File: src/common/sis_cfg.svh
// register offsets, field positions, reset values and timing counts for the stack and interrupt sequencer
`ifndef SIS_CFG_SVH
`define SIS_CFG_SVH
`define SIS_IO_IRQ_EN 6'h29
`define SIS_IO_IRQ_FLAG 6'h2a
`define SIS_IO_IRQ_CTRL 6'h2b
`define SIS_IO_SP_LOW 6'h2d
`define SIS_IO_SP_HIGH 6'h2e
`define SIS_IO_STATUS 6'h2f
`define SIS_GIE_BIT 7
`define SIS_VSEL_BIT 1
`define SIS_SP_HIGH_BITS 2
`define SIS_SP_RESET 10'h000
`define SIS_STATUS_RESET 8'h00
`define SIS_CTRL_RESET 8'h00
`define SIS_IRQ_RESET 8'h00
`define SIS_ENTRY_CYCLES 4'h4
`define SIS_WAKE_EXTRA 4'h4
`define SIS_RETURN_CYCLES 4'h4
`define SIS_VEC_STRIDE 16'h0002
`define SIS_PTR_BASE_REG 5'h1a
`endif

File: src/common/sis_pkg.sv
// shared types for the stack and interrupt sequencer
package sis_pkg;
	typedef enum logic [1:0] {SIS_IDLE, SIS_ENTRY, SIS_RETURN} sis_state_t;
	typedef enum logic [1:0] {SIS_PTR_PLAIN, SIS_PTR_DISP, SIS_PTR_POSTINC, SIS_PTR_PREDEC} sis_ptr_mode_t;
	// one-cycle strobes from the instruction sequencer
	typedef struct packed {
		logic push_byte;
		logic pop_byte;
		logic call;
		logic ret;
		logic return_from_irq;
		logic sei;
		logic cli;
		logic instr_done;
	} sis_cmd_t;
	typedef struct packed {
		logic we;
		logic re;
		logic [5:0] addr;
		logic [7:0] wdata;
	} sis_io_req_t;
	typedef struct packed {
		logic [15:0] addr;
		logic [7:0] wdata;
		logic we;
		logic re;
	} sis_mem_req_t;
endpackage

File: src/verilog/sis_ptr_unit.sv
// indirect pointer pair address and write-back calculation
`timescale 1ns/1ns
`default_nettype none
module sis_ptr_unit import sis_pkg::*; (
	input wire logic [7:0] ptr_low,
	input wire logic [7:0] ptr_high,
	input wire sis_ptr_mode_t mode,
	input wire logic [5:0] disp,
	output logic [15:0] eff_addr,
	output logic [7:0] upd_low,
	output logic [7:0] upd_high,
	output logic upd_we
);
	logic [15:0] ptr;
	logic [15:0] nxt;
	assign ptr = {ptr_high, ptr_low};
	// both bytes read, adjusted and handed back in the same cycle
	always_comb begin
		nxt = ptr;
		eff_addr = ptr;
		upd_we = 1'b0;
		unique case (mode)
			SIS_PTR_PLAIN: begin
				eff_addr = ptr;
			end
			SIS_PTR_DISP: begin
				eff_addr = ptr + {10'h000, disp};
			end
			SIS_PTR_POSTINC: begin
				nxt = ptr + 16'h0001;
				upd_we = 1'b1;
			end
			SIS_PTR_PREDEC: begin
				nxt = ptr - 16'h0001;
				eff_addr = nxt;
				upd_we = 1'b1;
			end
		endcase
	end
	assign upd_low = nxt[7:0];
	assign upd_high = nxt[15:8];
endmodule
`default_nettype wire

File: src/verilog/sis_prio_enc.sv
// fixed priority encoder, lowest index wins
`timescale 1ns/1ns
`default_nettype none
module sis_prio_enc #(
	parameter int N = 8,
	parameter int W = 3
) (
	input wire logic [N-1:0] req,
	output logic any,
	output logic [W-1:0] idx
);
	logic [N:0] seen;
	logic [N-1:0] onehot;
	assign seen[0] = 1'b0;
	// lower index means lower vector address, so it ranks higher
	genvar i;
	for (i = 0; i < N; i++) begin : g_rank
		assign seen[i+1] = seen[i] | req[i];
		assign onehot[i] = req[i] & ~seen[i];
	end
	assign any = seen[N];
	always_comb begin
		idx = '0;
		for (int k = 0; k < N; k++) begin
			if (onehot[k]) begin
				idx = W'(k);
			end
		end
	end
endmodule
`default_nettype wire

File: src/verilog/sis_sequencer.sv
// stack pointer, pointer pairs and interrupt entry/return sequencing
`timescale 1ns/1ns
`default_nettype none
`include "sis_cfg.svh"
module sis_sequencer import sis_pkg::*; #(
	parameter int N_SRC = 8,
	parameter int IDX_W = 3,
	parameter logic [N_SRC-1:0] LEVEL_MASK = 8'h00,
	parameter logic [15:0] BOOT_START = 16'h0c00
) (
	input wire logic clock,
	input wire logic srst,
	input wire sis_cmd_t cmd,
	input wire sis_io_req_t io_req,
	output logic [7:0] io_rdata,
	input wire logic [15:0] pc_now,
	input wire logic pc_in_boot,
	input wire logic sleep_ready,
	input wire logic [N_SRC-1:0] src_event,
	input wire logic [N_SRC-1:0] src_level,
	input wire logic boot_reset_fuse,
	input wire logic app_lock_bit,
	input wire logic boot_lock_bit,
	output sis_mem_req_t mem_req,
	input wire logic [7:0] mem_rdata,
	output logic pc_load,
	output logic [15:0] pc_value,
	output logic [15:0] reset_vector,
	output logic [9:0] stack_top_pointer,
	output logic global_enable,
	output logic busy,
	output logic wake_req,
	input wire logic [7:0] ptr_low,
	input wire logic [7:0] ptr_high,
	input wire logic [1:0] ptr_sel,
	input wire sis_ptr_mode_t ptr_mode,
	input wire logic [5:0] ptr_disp,
	output logic [15:0] ptr_addr,
	output logic [4:0] ptr_wb_index,
	output logic [7:0] ptr_wb_low,
	output logic [7:0] ptr_wb_high,
	output logic ptr_wb_we
);
	// everything runs on the one undivided core clock
	sis_state_t state_q;
	logic [3:0] cnt_q;
	logic [3:0] entry_len_q;
	logic [9:0] sp_q;
	logic [9:0] sp_d;
	logic [7:0] status_q;
	logic [7:0] ctrl_q;
	logic [N_SRC-1:0] irq_en_q;
	logic [N_SRC-1:0] flag_q;
	logic [N_SRC-1:0] req_vec;
	logic [IDX_W-1:0] win_idx;
	logic [IDX_W-1:0] src_q;
	logic [7:0] pc_high_q;
	logic [7:0] pc_low_q;
	logic shadow_q;
	logic any_req;
	logic gie_eff;
	logic blocked;
	logic take;
	logic ret_go;
	logic entry_last;
	logic return_last;
	logic [15:0] vec_base;
	logic wr_spl;
	logic wr_sph;
	logic wr_status;

	assign wr_spl = io_req.we && io_req.addr == `SIS_IO_SP_LOW;
	assign wr_sph = io_req.we && io_req.addr == `SIS_IO_SP_HIGH;
	assign wr_status = io_req.we && io_req.addr == `SIS_IO_STATUS;

	// pointer pairs live in the register file; only the address math is here
	sis_ptr_unit u_ptr (
		.ptr_low(ptr_low),
		.ptr_high(ptr_high),
		.mode(ptr_mode),
		.disp(ptr_disp),
		.eff_addr(ptr_addr),
		.upd_low(ptr_wb_low),
		.upd_high(ptr_wb_high),
		.upd_we(ptr_wb_we)
	);
	assign ptr_wb_index = `SIS_PTR_BASE_REG + {2'b00, ptr_sel, 1'b0};

	// level sources feed straight through, so a vanished condition never requests
	// lock bits shut out vectors that would jump across the protected boundary
	assign blocked = (app_lock_bit && !pc_in_boot && ctrl_q[`SIS_VSEL_BIT])
		|| (boot_lock_bit && pc_in_boot && !ctrl_q[`SIS_VSEL_BIT]);
	assign req_vec = (flag_q | (src_level & LEVEL_MASK)) & irq_en_q & {N_SRC{!blocked}};

	sis_prio_enc #(
		.N(N_SRC),
		.W(IDX_W)
	) u_prio (
		.req(req_vec),
		.any(any_req),
		.idx(win_idx)
	);

	// clear-global kills acceptance in its own cycle
	assign gie_eff = status_q[`SIS_GIE_BIT] && !cmd.cli;
	// only at an instruction boundary or while sleep_ready is high, so multi-cycle work has finished
	// a boundary closes the one held instruction; the hold only stops a wake before it
	assign take = state_q == SIS_IDLE && any_req && gie_eff
		&& ((cmd.instr_done && !cmd.sei && !cmd.return_from_irq) || (sleep_ready && !shadow_q));
	assign ret_go = state_q == SIS_IDLE && cmd.return_from_irq && cmd.instr_done;
	assign entry_last = state_q == SIS_ENTRY && cnt_q == entry_len_q - 4'h1;
	assign return_last = state_q == SIS_RETURN && cnt_q == `SIS_RETURN_CYCLES - 4'h1;
	assign wake_req = sleep_ready && any_req && status_q[`SIS_GIE_BIT];
	assign busy = state_q != SIS_IDLE;

	// vector table base follows the select bit; reset vector follows the fuse
	assign vec_base = ctrl_q[`SIS_VSEL_BIT] ? BOOT_START : 16'h0000;
	assign reset_vector = boot_reset_fuse ? BOOT_START : 16'h0000;

	// sequencing state; the wake penalty is fixed at the moment of acceptance
	always_ff @(posedge clock) begin
		if (srst) begin
			state_q <= SIS_IDLE;
			cnt_q <= 4'h0;
			entry_len_q <= `SIS_ENTRY_CYCLES;
			src_q <= '0;
		end else begin
			unique case (state_q)
				SIS_IDLE: begin
					cnt_q <= 4'h0;
					if (take) begin
						state_q <= SIS_ENTRY;
						src_q <= win_idx;
						entry_len_q <= sleep_ready ? `SIS_ENTRY_CYCLES + `SIS_WAKE_EXTRA : `SIS_ENTRY_CYCLES;
					end else if (ret_go) begin
						state_q <= SIS_RETURN;
					end
				end
				SIS_ENTRY: begin
					cnt_q <= cnt_q + 4'h1;
					if (entry_last) begin
						state_q <= SIS_IDLE;
					end
				end
				SIS_RETURN: begin
					cnt_q <= cnt_q + 4'h1;
					if (return_last) begin
						state_q <= SIS_IDLE;
					end
				end
			endcase
		end
	end

	// stack memory traffic: two pushes on entry, two pops on return
	always_comb begin
		mem_req = '0;
		if (state_q == SIS_ENTRY && cnt_q < 4'h2) begin
			mem_req.we = 1'b1;
			mem_req.addr = {6'h00, sp_q};
			mem_req.wdata = (cnt_q == 4'h0) ? pc_now[7:0] : pc_now[15:8];
		end else if (state_q == SIS_RETURN && cnt_q < 4'h2) begin
			mem_req.re = 1'b1;
			mem_req.addr = {6'h00, sp_q + 10'h001};
		end
	end

	// popped bytes arrive one cycle after each read, high byte first
	always_ff @(posedge clock) begin
		if (srst) begin
			pc_high_q <= 8'h00;
			pc_low_q <= 8'h00;
		end else if (state_q == SIS_RETURN && cnt_q == 4'h1) begin
			pc_high_q <= mem_rdata;
		end else if (state_q == SIS_RETURN && cnt_q == 4'h2) begin
			pc_low_q <= mem_rdata;
		end
	end

	// new program counter on the last cycle of entry or return
	always_comb begin
		pc_load = entry_last || return_last;
		pc_value = 16'h0000;
		if (entry_last) begin
			pc_value = vec_base + (16'({12'h000, src_q} + 16'h0001) * `SIS_VEC_STRIDE);
		end else if (return_last) begin
			pc_value = {pc_high_q, pc_low_q};
		end
	end

	// stack pointer arithmetic; a software byte write wins over the adjust
	always_comb begin
		sp_d = sp_q;
		if (state_q == SIS_ENTRY && cnt_q < 4'h2) begin
			sp_d = sp_q - 10'h001;
		end else if (state_q == SIS_RETURN && cnt_q < 4'h2) begin
			sp_d = sp_q + 10'h001;
		end else if (state_q == SIS_IDLE) begin
			if (cmd.push_byte) begin
				sp_d = sp_q - 10'h001;
			end else if (cmd.pop_byte) begin
				sp_d = sp_q + 10'h001;
			end else if (cmd.call) begin
				sp_d = sp_q - 10'h002;
			end else if (cmd.ret) begin
				sp_d = sp_q + 10'h002;
			end
		end
		if (wr_spl) begin
			sp_d[7:0] = io_req.wdata;
		end
		if (wr_sph) begin
			sp_d[9:8] = io_req.wdata[`SIS_SP_HIGH_BITS-1:0];
		end
	end

	always_ff @(posedge clock) begin
		if (srst) begin
			sp_q <= `SIS_SP_RESET;
		end else begin
			sp_q <= sp_d;
		end
	end
	assign stack_top_pointer = sp_q;

	// status register: hardware only moves the enable bit, other bits untouched
	always_ff @(posedge clock) begin
		if (srst) begin
			status_q <= `SIS_STATUS_RESET;
		end else begin
			if (wr_status) begin
				status_q <= io_req.wdata;
			end
			if (take || cmd.cli) begin
				status_q[`SIS_GIE_BIT] <= 1'b0;
			end else if (return_last || cmd.sei) begin
				status_q[`SIS_GIE_BIT] <= 1'b1;
			end
		end
	end
	assign global_enable = status_q[`SIS_GIE_BIT];

	// one-instruction hold after set-global or return
	always_ff @(posedge clock) begin
		if (srst) begin
			shadow_q <= 1'b0;
		end else if (return_last || (cmd.sei && cmd.instr_done)) begin
			shadow_q <= 1'b1;
		end else if (cmd.instr_done) begin
			shadow_q <= 1'b0;
		end
	end

	// control and enable registers
	always_ff @(posedge clock) begin
		if (srst) begin
			ctrl_q <= `SIS_CTRL_RESET;
			irq_en_q <= N_SRC'(`SIS_IRQ_RESET);
		end else if (io_req.we) begin
			if (io_req.addr == `SIS_IO_IRQ_CTRL) begin
				ctrl_q <= io_req.wdata;
			end
			if (io_req.addr == `SIS_IO_IRQ_EN) begin
				irq_en_q <= io_req.wdata[N_SRC-1:0];
			end
		end
	end

	// sticky flags; a new event beats both clears in the same cycle
	genvar g;
	for (g = 0; g < N_SRC; g++) begin : g_flag
		logic w1c;
		logic hw_clr;
		assign w1c = io_req.we && io_req.addr == `SIS_IO_IRQ_FLAG && io_req.wdata[g];
		assign hw_clr = take && win_idx == IDX_W'(g);
		always_ff @(posedge clock) begin
			if (srst) begin
				flag_q[g] <= 1'b0;
			end else if (src_event[g] && !LEVEL_MASK[g]) begin
				flag_q[g] <= 1'b1;
			end else if (w1c || hw_clr) begin
				flag_q[g] <= 1'b0;
			end
		end
	end

	// registered read port; unused high stack bits read zero
	always_ff @(posedge clock) begin
		if (srst) begin
			io_rdata <= 8'h00;
		end else if (io_req.re) begin
			unique case (io_req.addr)
				`SIS_IO_SP_LOW: io_rdata <= sp_q[7:0];
				`SIS_IO_SP_HIGH: io_rdata <= {6'h00, sp_q[9:8]};
				`SIS_IO_STATUS: io_rdata <= status_q;
				`SIS_IO_IRQ_CTRL: io_rdata <= ctrl_q;
				`SIS_IO_IRQ_EN: io_rdata <= 8'(irq_en_q);
				`SIS_IO_IRQ_FLAG: io_rdata <= 8'(flag_q);
				default: io_rdata <= 8'h00;
			endcase
		end
	end

	AST_PUSH_ONE: assert property (@(posedge clock) disable iff (srst)
		state_q == SIS_IDLE && cmd.push_byte && !io_req.we |=> sp_q == $past(sp_q) - 10'h001)
		else $error("byte push did not lower stack pointer by one");
	AST_RET_TWO: assert property (@(posedge clock) disable iff (srst)
		state_q == SIS_IDLE && cmd.ret && !cmd.push_byte && !cmd.pop_byte && !cmd.call && !io_req.we
		|=> sp_q == $past(sp_q) + 10'h002)
		else $error("return did not raise stack pointer by two");
	AST_SPH_UNUSED_ZERO: assert property (@(posedge clock) disable iff (srst)
		io_req.re && io_req.addr == `SIS_IO_SP_HIGH |=> io_rdata[7:2] == 6'h00)
		else $error("unused stack pointer high bits read nonzero");
	AST_CLI_BLOCKS: assert property (@(posedge clock) disable iff (srst)
		state_q == SIS_IDLE && cmd.cli && !cmd.return_from_irq |=> state_q == SIS_IDLE)
		else $error("interrupt taken in cycle of clear-global");
	AST_ENTRY_CLEARS_GIE: assert property (@(posedge clock) disable iff (srst)
		state_q == SIS_IDLE ##1 state_q == SIS_ENTRY |-> !status_q[`SIS_GIE_BIT])
		else $error("global enable still set on interrupt entry");
	AST_ENTRY_FOUR: assert property (@(posedge clock) disable iff (srst)
		take && !sleep_ready |=> (!pc_load)[*3] ##1 (pc_load && state_q == SIS_ENTRY))
		else $error("awake interrupt entry not four cycles");
	AST_ENTRY_WAKE: assert property (@(posedge clock) disable iff (srst)
		take && sleep_ready |=> (!pc_load)[*7] ##1 pc_load)
		else $error("wake entry not eight cycles");
	AST_RETURN_FOUR: assert property (@(posedge clock) disable iff (srst)
		ret_go |=> (!pc_load)[*3] ##1 pc_load ##1 (status_q[`SIS_GIE_BIT] && state_q == SIS_IDLE))
		else $error("return not four cycles or enable not set");
	AST_SEI_HOLD: assert property (@(posedge clock) disable iff (srst)
		state_q == SIS_IDLE && cmd.sei && cmd.instr_done |=> state_q != SIS_ENTRY)
		else $error("interrupt taken at the set-global boundary");
	AST_RETURN_HOLD: assert property (@(posedge clock) disable iff (srst)
		state_q == SIS_IDLE && shadow_q && !cmd.instr_done |=> state_q != SIS_ENTRY)
		else $error("interrupt taken before one instruction after return");
	AST_NO_GIE_NO_TAKE: assert property (@(posedge clock) disable iff (srst)
		state_q == SIS_IDLE && !status_q[`SIS_GIE_BIT] |=> state_q != SIS_ENTRY)
		else $error("interrupt taken with global enable clear");
endmodule
`default_nettype wire

File: config.mk
export PLATFORM = sky130hd
export DESIGN_NAME = sis_sequencer
export DESIGN_NICKNAME = d
export VERILOG_FILES = /design/src/common/sis_pkg.sv /design/src/verilog/sis_ptr_unit.sv /design/src/verilog/sis_prio_enc.sv /design/src/verilog/sis_sequencer.sv
export VERILOG_INCLUDE_DIRS = /design/src /design/src/common
export SDC_FILE = /design/constraint.sdc
export NUM_CORES = 1
export LEC_CHECK = 0
export ABC_AREA = 1
export BUFFER_PORTS_ARGS = -buffer_cell sky130_fd_sc_hd__buf_2
export CAP_MARGIN = 40
export CORE_MARGIN = 2
export CORE_UTILIZATION = 45
export DETAILED_ROUTE_END_ITERATION = 6
export PLACE_DENSITY = 0.73
export SKIP_CTS_REPAIR_TIMING = 1
export SLEW_MARGIN = 25
export SYNTH_ARGS = -nofsm -noshare
export SYNTH_HDL_FRONTEND = slang
export SYNTH_SLANG_ARGS = --single-unit
export TNS_END_PERCENT = 50
File: constraint.sdc
create_clock -name clock -period 6.1 [get_ports clock]
set_clock_uncertainty 0.1 [all_clocks]
set_input_delay 0.915 -clock clock [delete_from_list [all_inputs] [get_ports clock]]
set_output_delay 0.915 -clock clock [all_outputs]
set_load 0.03 [all_outputs]
==> impl_results.md, run 1 <==
* Status: finished clean
* Ys async rst share at 0%
* Syn_area_per_cell at 6.15 µm²
* Most used flip-flop cell after synthesis: dfxtp_1
* DRT Wirelength at 21300 µm
* Area Growth Syn to Fin at 17.5%
* Crit path max-delay cell type: fa_1
* I/O pin count at 215
* Sw frac at 41.4%
* Unrepaired setup endpoints after global routing: false
* Fmax at 245 MHz
* Sequential element share of the synthesized area at 23.2%
* Crit path kind: primary input to output port
* Switching pwr at 756 µW
* # rows at 44
* Hold WC Path Type: register to register
* Chip width at 126 µm
* IO Port Bufs at 182
* Initial detailed-routing violation count at 762
* Crit. End Element: output port
* Critical path's top delay family: simple AND/OR/NAND/NOR gates
* Die ar. at 16000 µm²
* Initial core utilization at 46.2%
* Fin area at 7910 µm²
* First-pass iteration count of the detailed router at 6
* Combinational Power Share at 38.9%
* CTS buffer count at 9
* Setup-failing EPs final at 0
* Arrival @ worst endpoint at 3.06 ns
* Maximum vdd ir drop at 188 µV
* CP Cell Sequence: buf_2 > ha_1 > fa_1 > nand2_1 > nand2_1 > nand2_1 > nand2_1 > nand2_1 > nand2_1 > a21oi_1 > nor2_1 > nand3_1 > nor2_1 > nor2_1 > nand2_1 > nand3_1 > buf_2
* Min Tclk post-route at 4.08 ns
* CP max FO at 7
* Worst Max-Slew Pin Slew at 0.660 ns
* Critical Path Most Common Cell: nand2_1
* Via count at 7823
* Max_slew headroom at 55.8%
* Period utilisation layout at 66.9%
* Total Neg Setup Slack at 0 ns
* CP required at 5.08 ns
* Root buffer cell: clkbuf_16
* Clock Tree Buf Depth at 2
* Global-route wire length before repair at 33900 µm
* H-tree levels at 3
* Die H at 126 µm
* TritonCTS clock tree: done
* Final Hold Violating Endpoints at 0
* Worst path bufs/invs at 2
* GR Overflow Total at 0
* Pre-CTS setup slack at 2.04 ns
* Post-synth EDFFs at 0
* WL/cell at 14.8 µm
* Yosys cell types at 54
* Power per cell area at 231 nW/µm²
* Via/cell ratio at 5.44
* DRC viols at 0
* Crit path launch type: primary input
* Synth Warn # at 0
* Antenna cells at 0
* Pin count of the biggest net entering global routing at 49
* Routed Antenna Nets at 0
* Worst Setup Slack, final at 2.02 ns
* RePlAce Congestion at 0.934
* Leak pwr at 0.00389 µW
* Vias in the first global route at 6939
* Cell Area, Synth at 6740 µm²
* Crit-path max cell delay at 0.39 ns
* Max-Cap Viols at 0
* Clock transition at path regs at 0.06 ns
* DP Area at 7630 µm²
* Seq cells post-synth at 78
* Sequential share of power at 32.8%
* Initial antenna violation count at 0
* Syn Inst Count at 1095
* GRT Util Overall at 25.6%
* Synth top area cells: dfxtp_1, nand2_1, inv_1, o21ai_0, a21oi_1
* DP HPWL at 16400 µm
* Share of layout cells above drive strength 1 at 19.2%
* Synth area leader: dfxtp_1
* Max-slew violation count at 0
* Core Box Area at 14600 µm²
* Post-synth top area share at 23.2%
* Nets at 1375
* Finished Core Util at 54.2%
* Clock Power Share at 28.4%
* Worst skew pair latency at 0.34 ns
* P_int at 1070 µW
* Most frequent cells in the layout: nand2_1, buf_2, inv_1
* Most common cell after layout, fill and taps aside: nand2_1
* CTS Sinks at 78
-- path summary, 6_finish.rpt --
check | depth (start not counted) | slack (ns) | to | start
hold reg to reg | 2 | 0.35 | pc_high_q[7] | pc_high_q[7]
setup reg to reg | 11 | 3.54 | stack_top_pointer[7] | state_q[1]
hold / removal | 2 | 0.35 | pc_high_q[7] | pc_high_q[7]
setup / recovery | 17 | 2.02 | ptr_addr[12] | ptr_low[0]
-- synth_stat cells (18+ instances only) --
cell,count
a21oi_1,90
buf_4,25
clkbuf_1,22
dfxtp_1,78
ha_1,26
inv_1,146
nand2_1,239
nand3_1,65
nand4_1,19
nor2_1,104
o21ai_0,101
xor2_1,18
-- layer usage --
metal / part of all wire, % / up-vias / global-route usage [%] / routed length, µm
met1: 44 / 3548 / 33.5 / 9330
met3: 6.8 / 35 / 4.09 / 1440
met5: 0 / - / 0 / 0
li1: - / 3906 / - / -
met2: 48 / 334 / 44.2 / 10200
met4: 1.6 / 0 / 5.88 / 342
-- per-stage QoR --
step	hold WS (ns)	power (µW)	std cells
after floorplan	0.329	1120	1115
after global placement	0.340	1300	1422
after detailed placement	0.346	1310	1423
after CTS	0.353	1820	1439
after global routing	0.374	1930	1439
final	0.353	1820	1439
-- worst register-to-register path, stage by stage, from the launching register on --
cell and delay (ns):
dfxtp_1 0.31, inv_1 0.09, ha_1 0.28, nand3_2 0.54, inv_2 0.47, nor2_4 0.09
nand2_1 0.16, a21oi_1 0.05, o21ai_0 0.11, nand3_1 0.12, nand2_1 0.07, a21oi_1 0.05
-- kinds of logic after synthesis --
family | share of synthesized area (%)
AND/OR/NAND/NOR | 31.9
AO/OA/AOI/OAI | 23.0
buffers and inverters | 13.7
flip-flops | 23.2
adder cells (fa/ha/maj) | 5.42
XOR/XNOR | 2.73
other | 0.0557
-- power groups by stage --
stage / sequential (µW) / combinational, µW / clock, µW
floorplan: 617 / 503 / 0
global placement: 607 / 694 / 0
detailed placement: 606 / 703 / 0
CTS: 595 / 705 / 521
global route: 603 / 786 / 542
finish: 598 / 709 / 517
-- state kept, by name, indices dropped and copies added (netlist names) --
| register | flops |
|---|---|
| cnt_q | 4 |
| src_q | 3 |
| pc_high_q | 8 |
| ctrl_q | 8 |
| stack_top_pointer | 10 |
| entry_len_q | 2 |
| pc_low_q | 8 |
| shadow_q | 1 |
| status_q | 8 |
| flag_q | 8 |
| io_rdata | 8 |
| state_q | 2 |
| irq_en_q | 8 |
-- cell type report --
class                   instances  area (µm²)
clock inverters                 4        20.0
well taps                     184         230
inverters                     155         582
fillers                      1540        6680
repair buffers                184         926
flip-flops and latches         78        1560
clock buffers                  12         267
multi-input cells             822        4330
No activity file was read; power rests on OpenSTA's default activity.
==> run 2: changes to the inputs <==
Settings changed: ABC_AREA 1 to 0.
Clock period 6.1 ns to 4.25 ns, I/O delays scaled along.
==> impl_results.md, run 2 <==
* Most common cell after layout, fill and taps aside: buf_2
* Period utilisation layout at 86.1%
* IO Port Bufs at 182 (unchanged)
* Die ar. at 15300 µm² (-4.0%)
* Worst hold slack at 0.347 ns (-0.00575 ns)
* Max reg flops at 10 (unchanged)
* Filler cell count at 1355 (-12%)
* Initial core utilization at 46.3% (+0.17 points)
* Crit path launch type: primary input
* Max-slew violation count at 0 (unchanged)
* CP required at 3.51 ns (-1.57 ns)
* M1 wire length at 8630 µm (-7.5%)
* Post-synth top area share at 24.2% (+1.0 points)
* DRC viols at 0 (unchanged)
* Highest metal used: met4
* Initial antenna violation count at 0 (unchanged)
* Most instantiated library cell after synthesis: nand2_1
* RePlAce Congestion at 0.924 (-1.0%)
* Sw frac at 40.4% (-1.0 points)
* Hold WC Path Type: register to register
* Clock Power Share at 28.6% (+0.2 points)
* Min Tclk post-route at 3.66 ns
* CP max FO at 10 (+3)
* Combinational Power Share at 38.1% (-0.8 points)
* Synth top area cells: dfxtp_1, nand2_1, a21oi_1, ha_1, nor2_1
* Nets at 1162 (-15%)
* Syn_area_per_cell at 7.21 µm² (+17%)
* Most used flip-flop cell after synthesis: dfxtp_1
* Most frequent cells in the layout: buf_2, nand2_1, nor2_1
* Clock Tree Buf Depth at 2 (unchanged)
* # rows at 43 (-2.3%)
* Maximum vdd ir drop at 254 µV (+36%)
* Crit. End Element: output port
* Yosys cell types at 71 (+31%)
* Leak pwr at 0.00341 µW (-12%)
* Global-route wire length before repair at 29800 µm (-12%)
* Via count at 7039 (-10%)
* Ys async rst share at 0% (unchanged)
* Seq cells post-synth at 78 (unchanged)
* Setup-failing EPs final at 0 (unchanged)
* GR Overflow Total at 0 (unchanged)
* Detail Route met2 WL at 8730 µm (-14%)
* Syn Inst Count at 896 (-18%)
* Worst Max-Slew Pin Slew at 0.910 ns (+0.250 ns)
* Final Hold Violating Endpoints at 0 (unchanged)
* Vias in the first global route at 5972 (-14%)
* Fin area at 7630 µm² (-3.6%)
* Initial detailed-routing violation count at 659 (-14%)
* Power per cell area at 361 nW/µm² (+57%)
* Die H at 124 µm (-2.0%)
* Switching pwr at 1110 µW (+47%)
* Total Neg Setup Slack at 0 ns (unchanged)
* CTS buffer count at 9 (unchanged)
* Post-synth EDFFs at 0 (unchanged)
* First-pass iteration count of the detailed router at 7 (+1)
* Antenna cells at 0 (unchanged)
* Synth Warn # at 0 (unchanged)
* Max_slew headroom at 38.9% (-17 points)
* WL/cell at 15.7 µm (+6.3%)
* Met3 Wirelength at 1590 µm (+10%)
* Max-Cap Viols at 0 (unchanged)
* DP Area at 7320 µm² (-4.1%)
* Core Box Area at 13900 µm² (-4.5%)
* Sequential share of power at 33.3% (+0.5 points)
* Clock transition at path regs at 0.07 ns (about the same)
* Via/cell ratio at 5.76 (+6.0%)
* Arrival @ worst endpoint at 2.92 ns (-0.14 ns)
* P_int at 1640 µW (+54%)
* Area Growth Syn to Fin at 18.2%
* TritonCTS clock tree: done
* Crit path kind: primary input to output port
* Synth top cells by count: nand2_1, nor2_1, dfxtp_1
* Root buffer cell: clkbuf_16
* CTS Sinks at 78 (unchanged)
* I/O pin count at 215 (unchanged)
* GRT Util Overall at 24.1% (-1.5 points)
* H-tree levels at 3 (unchanged)
* Share of layout cells above drive strength 1 at 21.3% (+2.1 points)
* Chip width at 124 µm (-2.0%)
* Status: finished clean
* Fmax at 273 MHz
* Synth area leader: dfxtp_1
* Routed Antenna Nets at 0 (unchanged)
* Pin count of the biggest net entering global routing at 45 (-8.2%)
* Cell Area, Synth at 6460 µm² (-4.1%)
* DRT Wirelength at 19200 µm (-9.7%)
* DP HPWL at 14300 µm (-13%)
* Sequential element share of the synthesized area at 24.2% (+1.0 points)
* Unrepaired setup endpoints after global routing: false
* Worst skew pair latency at 0.33 ns (about the same)
run 2: cell count changes in the layout (fill, tap and decap cells not counted), moves of 12 or more:
| cell | previous run | this run |
|---|---|---|
| a21oi_1 | 90 | 71 |
| and2_1 | 0 | 15 |
| inv_1 | 146 | 31 |
| mux2i_1 | 0 | 30 |
| nand2_1 | 239 | 129 |
| nand3_1 | 65 | 31 |
| nand4_1 | 19 | 7 |
| nor2_1 | 104 | 82 |
| nor3_1 | 16 | 28 |
| o21ai_0 | 101 | 53 |
| o221ai_1 | 17 | 3 |
| xnor2_1 | 3 | 33 |
run 2: path summary, 6_finish.rpt:
path                        start              endpoint  slack [ns]  cells after the start
min                   io_rdata[2]           io_rdata[2]        0.35                      1
min reg2reg           io_rdata[2]           io_rdata[2]        0.35                      1
max reg2reg  stack_top_pointer[2]  stack_top_pointer[7]        1.54                      8
max                    ptr_low[1]        ptr_wb_high[6]        0.59                     10
run 2: metrics by stage:
| step | worst slack, ns | cells | power [µW] | utilization (%) |
|---|---|---|---|---|
| global route | 0.366 | 1222 | 2910 | 54.8 |
| finish | 0.590 | 1222 | 2750 | 54.8 |
| CTS | 0.592 | 1221 | 2750 | 54.7 |
| detailed placement | 0.602 | 1205 | 1960 | 52.5 |
| floorplan | 0.803 | 916 | 1700 | - |
| global placement | 0.617 | 1205 | 1950 | 52.5 |
run 2: cell families (layout without fill, tap and decap cells):
group                    after synthesis  after routing  synth area share, %
flip-flops                            78             78                 24.2
multiplexers                          32             32                 5.00
AO/OA/AOI/OAI                        241            241                 24.7
AND/OR/NAND/NOR                      356            356                 25.9
other                                  1             21               0.0581
buffers and inverters                114            240                 8.29
adder cells (fa/ha/maj)               28             28                 5.66
XOR/XNOR                              46             46                 6.24
run 2: final cells by class:
cell class	count	area [µm²]	area share (%)
clock inverter	7	82.6	1.08
tap	180	225	2.95
inverter	33	124	1.62
multi-input combinational	724	4440	58.1
clock buffer	9	225	2.95
sequential	78	1560	20.5
timing repair buffer	191	976	12.8
run 2: power by group through the flow:
stage	registers, µW	logic, µW	clock network (µW)
after global routing	928	1150	833
after detailed placement	927	1030	0
final	917	1050	787
after floorplan	896	800	0
after CTS	911	1040	801
after global placement	926	1030	0
run 2: critical path, stage by stage:
cell and delay, ns:
buf_2 0.17, inv_1 0.09, ha_1 0.20, nor3b_1 0.39, nor3b_1 0.45, nand2_1 0.21
o32ai_1 0.30, nand2_1 0.10, xnor2_1 0.16, buf_2 0.21
run 2: routing by layer:
layer,global-route usage (%),up-vias
met2,38.2,340
met5,0,-
met4,5.75,0
met1,34.4,3208
met3,3.71,25
li1,-,3466
==> run 3: changes to the inputs <==
Settings changed: ABC_AREA 0 to 1.
==> impl_results.md, run 3 (synthesis gave the netlist of run 1 again) <==
* First-pass iteration count of the detailed router at 6 (-1)
* Power per cell area at 329 nW/µm² (-8.9%)
* Worst Setup Slack, final at 0.750 ns (+0.160 ns)
* DRT Wirelength at 21100 µm (+9.6%)
* Finished Core Util at 54.3% (-0.46 points)
* Crit. End Element: output port
* Die H at 126 µm (+2.1%)
* Crit path kind: primary input to output port
* Total Neg Setup Slack at 0 ns (unchanged)
* Filler cell count at 1531 (+13%)
* Final Hold Violating Endpoints at 0 (unchanged)
* Via/cell ratio at 5.43 (-5.7%)
* IO Port Bufs at 182 (unchanged)
* CP required at 3.51 ns (about the same)
* Unrepaired setup endpoints after global routing: false
* Arrival @ worst endpoint at 2.76 ns (-0.16 ns)
* Area Growth Syn to Fin at 17.6%
* Initial detailed-routing violation count at 702 (+6.5%)
* RePlAce Congestion at 0.948 (+2.6%)
* GR Overflow Total at 0 (unchanged)
* WL/cell at 14.6 µm (-7.0%)
* Vias in the first global route at 7056 (+18%)
* Setup-failing EPs final at 0 (unchanged)
* Chip width at 126 µm (+2.1%)
* TritonCTS clock tree: done
* Core Box Area at 14600 µm² (+4.7%)
* Maximum vdd ir drop at 274 µV (+7.8%)
* Leak pwr at 0.00390 µW (+14%)
* Most frequent cells in the layout: nand2_1, buf_2, inv_1
* Via count at 7819 (+11%)
* Worst Max-Slew Pin Slew at 0.706 ns (-0.204 ns)
* H-tree levels at 3 (unchanged)
* Max-Cap Viols at 0 (unchanged)
* Initial antenna violation count at 0 (unchanged)
* I/O pin count at 215 (unchanged)
* Pre-CTS setup slack at 0.792 ns (+0.190 ns)
* Initial core utilization at 46.2% (-0.17 points)
* Max reg flops at 10 (unchanged)
* Hold WC Path Type: register to register
* Min Tclk post-route at 3.50 ns (-0.160 ns)
* Max_slew headroom at 52.7% (+14 points)
* Share of layout cells above drive strength 1 at 19.3% (-2.0 points)
* Pin count of the biggest net entering global routing at 28 (-38%)
* Die ar. at 16000 µm² (+4.2%)
* Max-slew violation count at 0 (unchanged)
* CP max FO at 7 (-3)
* Clock Tree Buf Depth at 2 (unchanged)
* Clock transition at path regs at 0.06 ns (about the same)
* Register area at 1560 µm² (unchanged)
* Period utilisation layout at 82.4% (-3.8 points)
* CTS Sinks at 78 (unchanged)
* R2r setup slk at 1.99 ns (+0.45 ns)
* CTS buffer count at 9 (unchanged)
* # rows at 44 (+2.3%)
* Most common cell after layout, fill and taps aside: nand2_1
* Nets at 1376 (+18%)
* DRC viols at 0 (unchanged)
* Global-route wire length before repair at 34400 µm (+16%)
* GRT Util Overall at 26.0% (+1.8 points)
* Routed Antenna Nets at 0 (unchanged)
* Worst skew pair latency at 0.33 ns (about the same)
* DP HPWL at 16400 µm (+15%)
* Crit path launch type: primary input
* Area of the multi-input gates at 4330 µm² (-2.4%)
* Root buffer cell: clkbuf_16
* Fmax at 286 MHz (+4.6%)
* Antenna cells at 0 (unchanged)
* Status: finished clean
-- run 3: cell types whose count changed in the layout (fill, tap and decap cells not counted), moves of 12 or more --
cell      delta
o221ai_1    +14
inv_1      +115
a21oi_1     +19
nand4_1     +12
nor3_1      -12
xnor2_1     -30
nand3_1     +34
nand2_1    +110
and2_1      -15
nor2_1      +22
o21ai_0     +48
mux2i_1     -30
-- run 3: final cells by class --
type,count,share of cell area [%]
Multi-Input combinational cell,822,54.6
Sequential cell,78,19.7
Timing Repair Buffer,185,11.8
Inverter,155,7.34
Clock buffer,12,3.36
Tap cell,184,2.91
Clock inverter,4,0.253
-- run 3: worst paths after layout --
path | cells after the start | startpoint | endpoint
hold reg to reg | 2 | pc_high_q[4] | pc_high_q[4]
setup / recovery | 17 | ptr_low[0] | ptr_addr[12]
setup reg to reg | 7 | state_q[0] | pc_low_q[4]
hold / removal | 2 | pc_high_q[4] | pc_high_q[4]
-- run 3: per-stage QoR --
| step | hold WS (ns) | total power [µW] | instance area (µm²) | cells |
|---|---|---|---|---|
| after floorplan | 0.329 | 1610 | 6810 | 1115 |
| after global placement | 0.338 | 1870 | 7630 | 1424 |
| after detailed placement | 0.346 | 1870 | 7630 | 1424 |
| after CTS | 0.354 | 2610 | 7920 | 1440 |
| after global routing | 0.369 | 2770 | 7920 | 1440 |
| final | 0.352 | 2600 | 7920 | 1440 |
-- run 3: routing by layer --
metal,share of wire (%),vias up,global-route usage (%)
li1,-,3904,-
met1,44,3564,34.9
met2,47,315,42.7
met3,6.8,36,4.34
met4,2.0,0,7.89
met5,0,-,0
-- run 3: power breakdown --
group / leakage [µW] / internal (µW) / total, µW / switching, µW
clock network: 0.000148 / 439 / 734 / 295
logic: 0.00311 / 319 / 1010 / 695
registers: 0.000635 / 776 / 856 / 80.8
-- run 3: critical path, stage by stage --
cell	delay, ns
buf_2	0.15
ha_1	0.24
fa_1	0.39
nand2_1	0.10
nand2_1	0.07
nand2_1	0.06
nand2_1	0.06
nand2_1	0.09
nand2_1	0.05
a21oi_1	0.20
nor2_1	0.14
nand3_1	0.12
nor2_1	0.05
nor2_1	0.09
nand2_1	0.05
nand3_1	0.06
buf_2	0.19
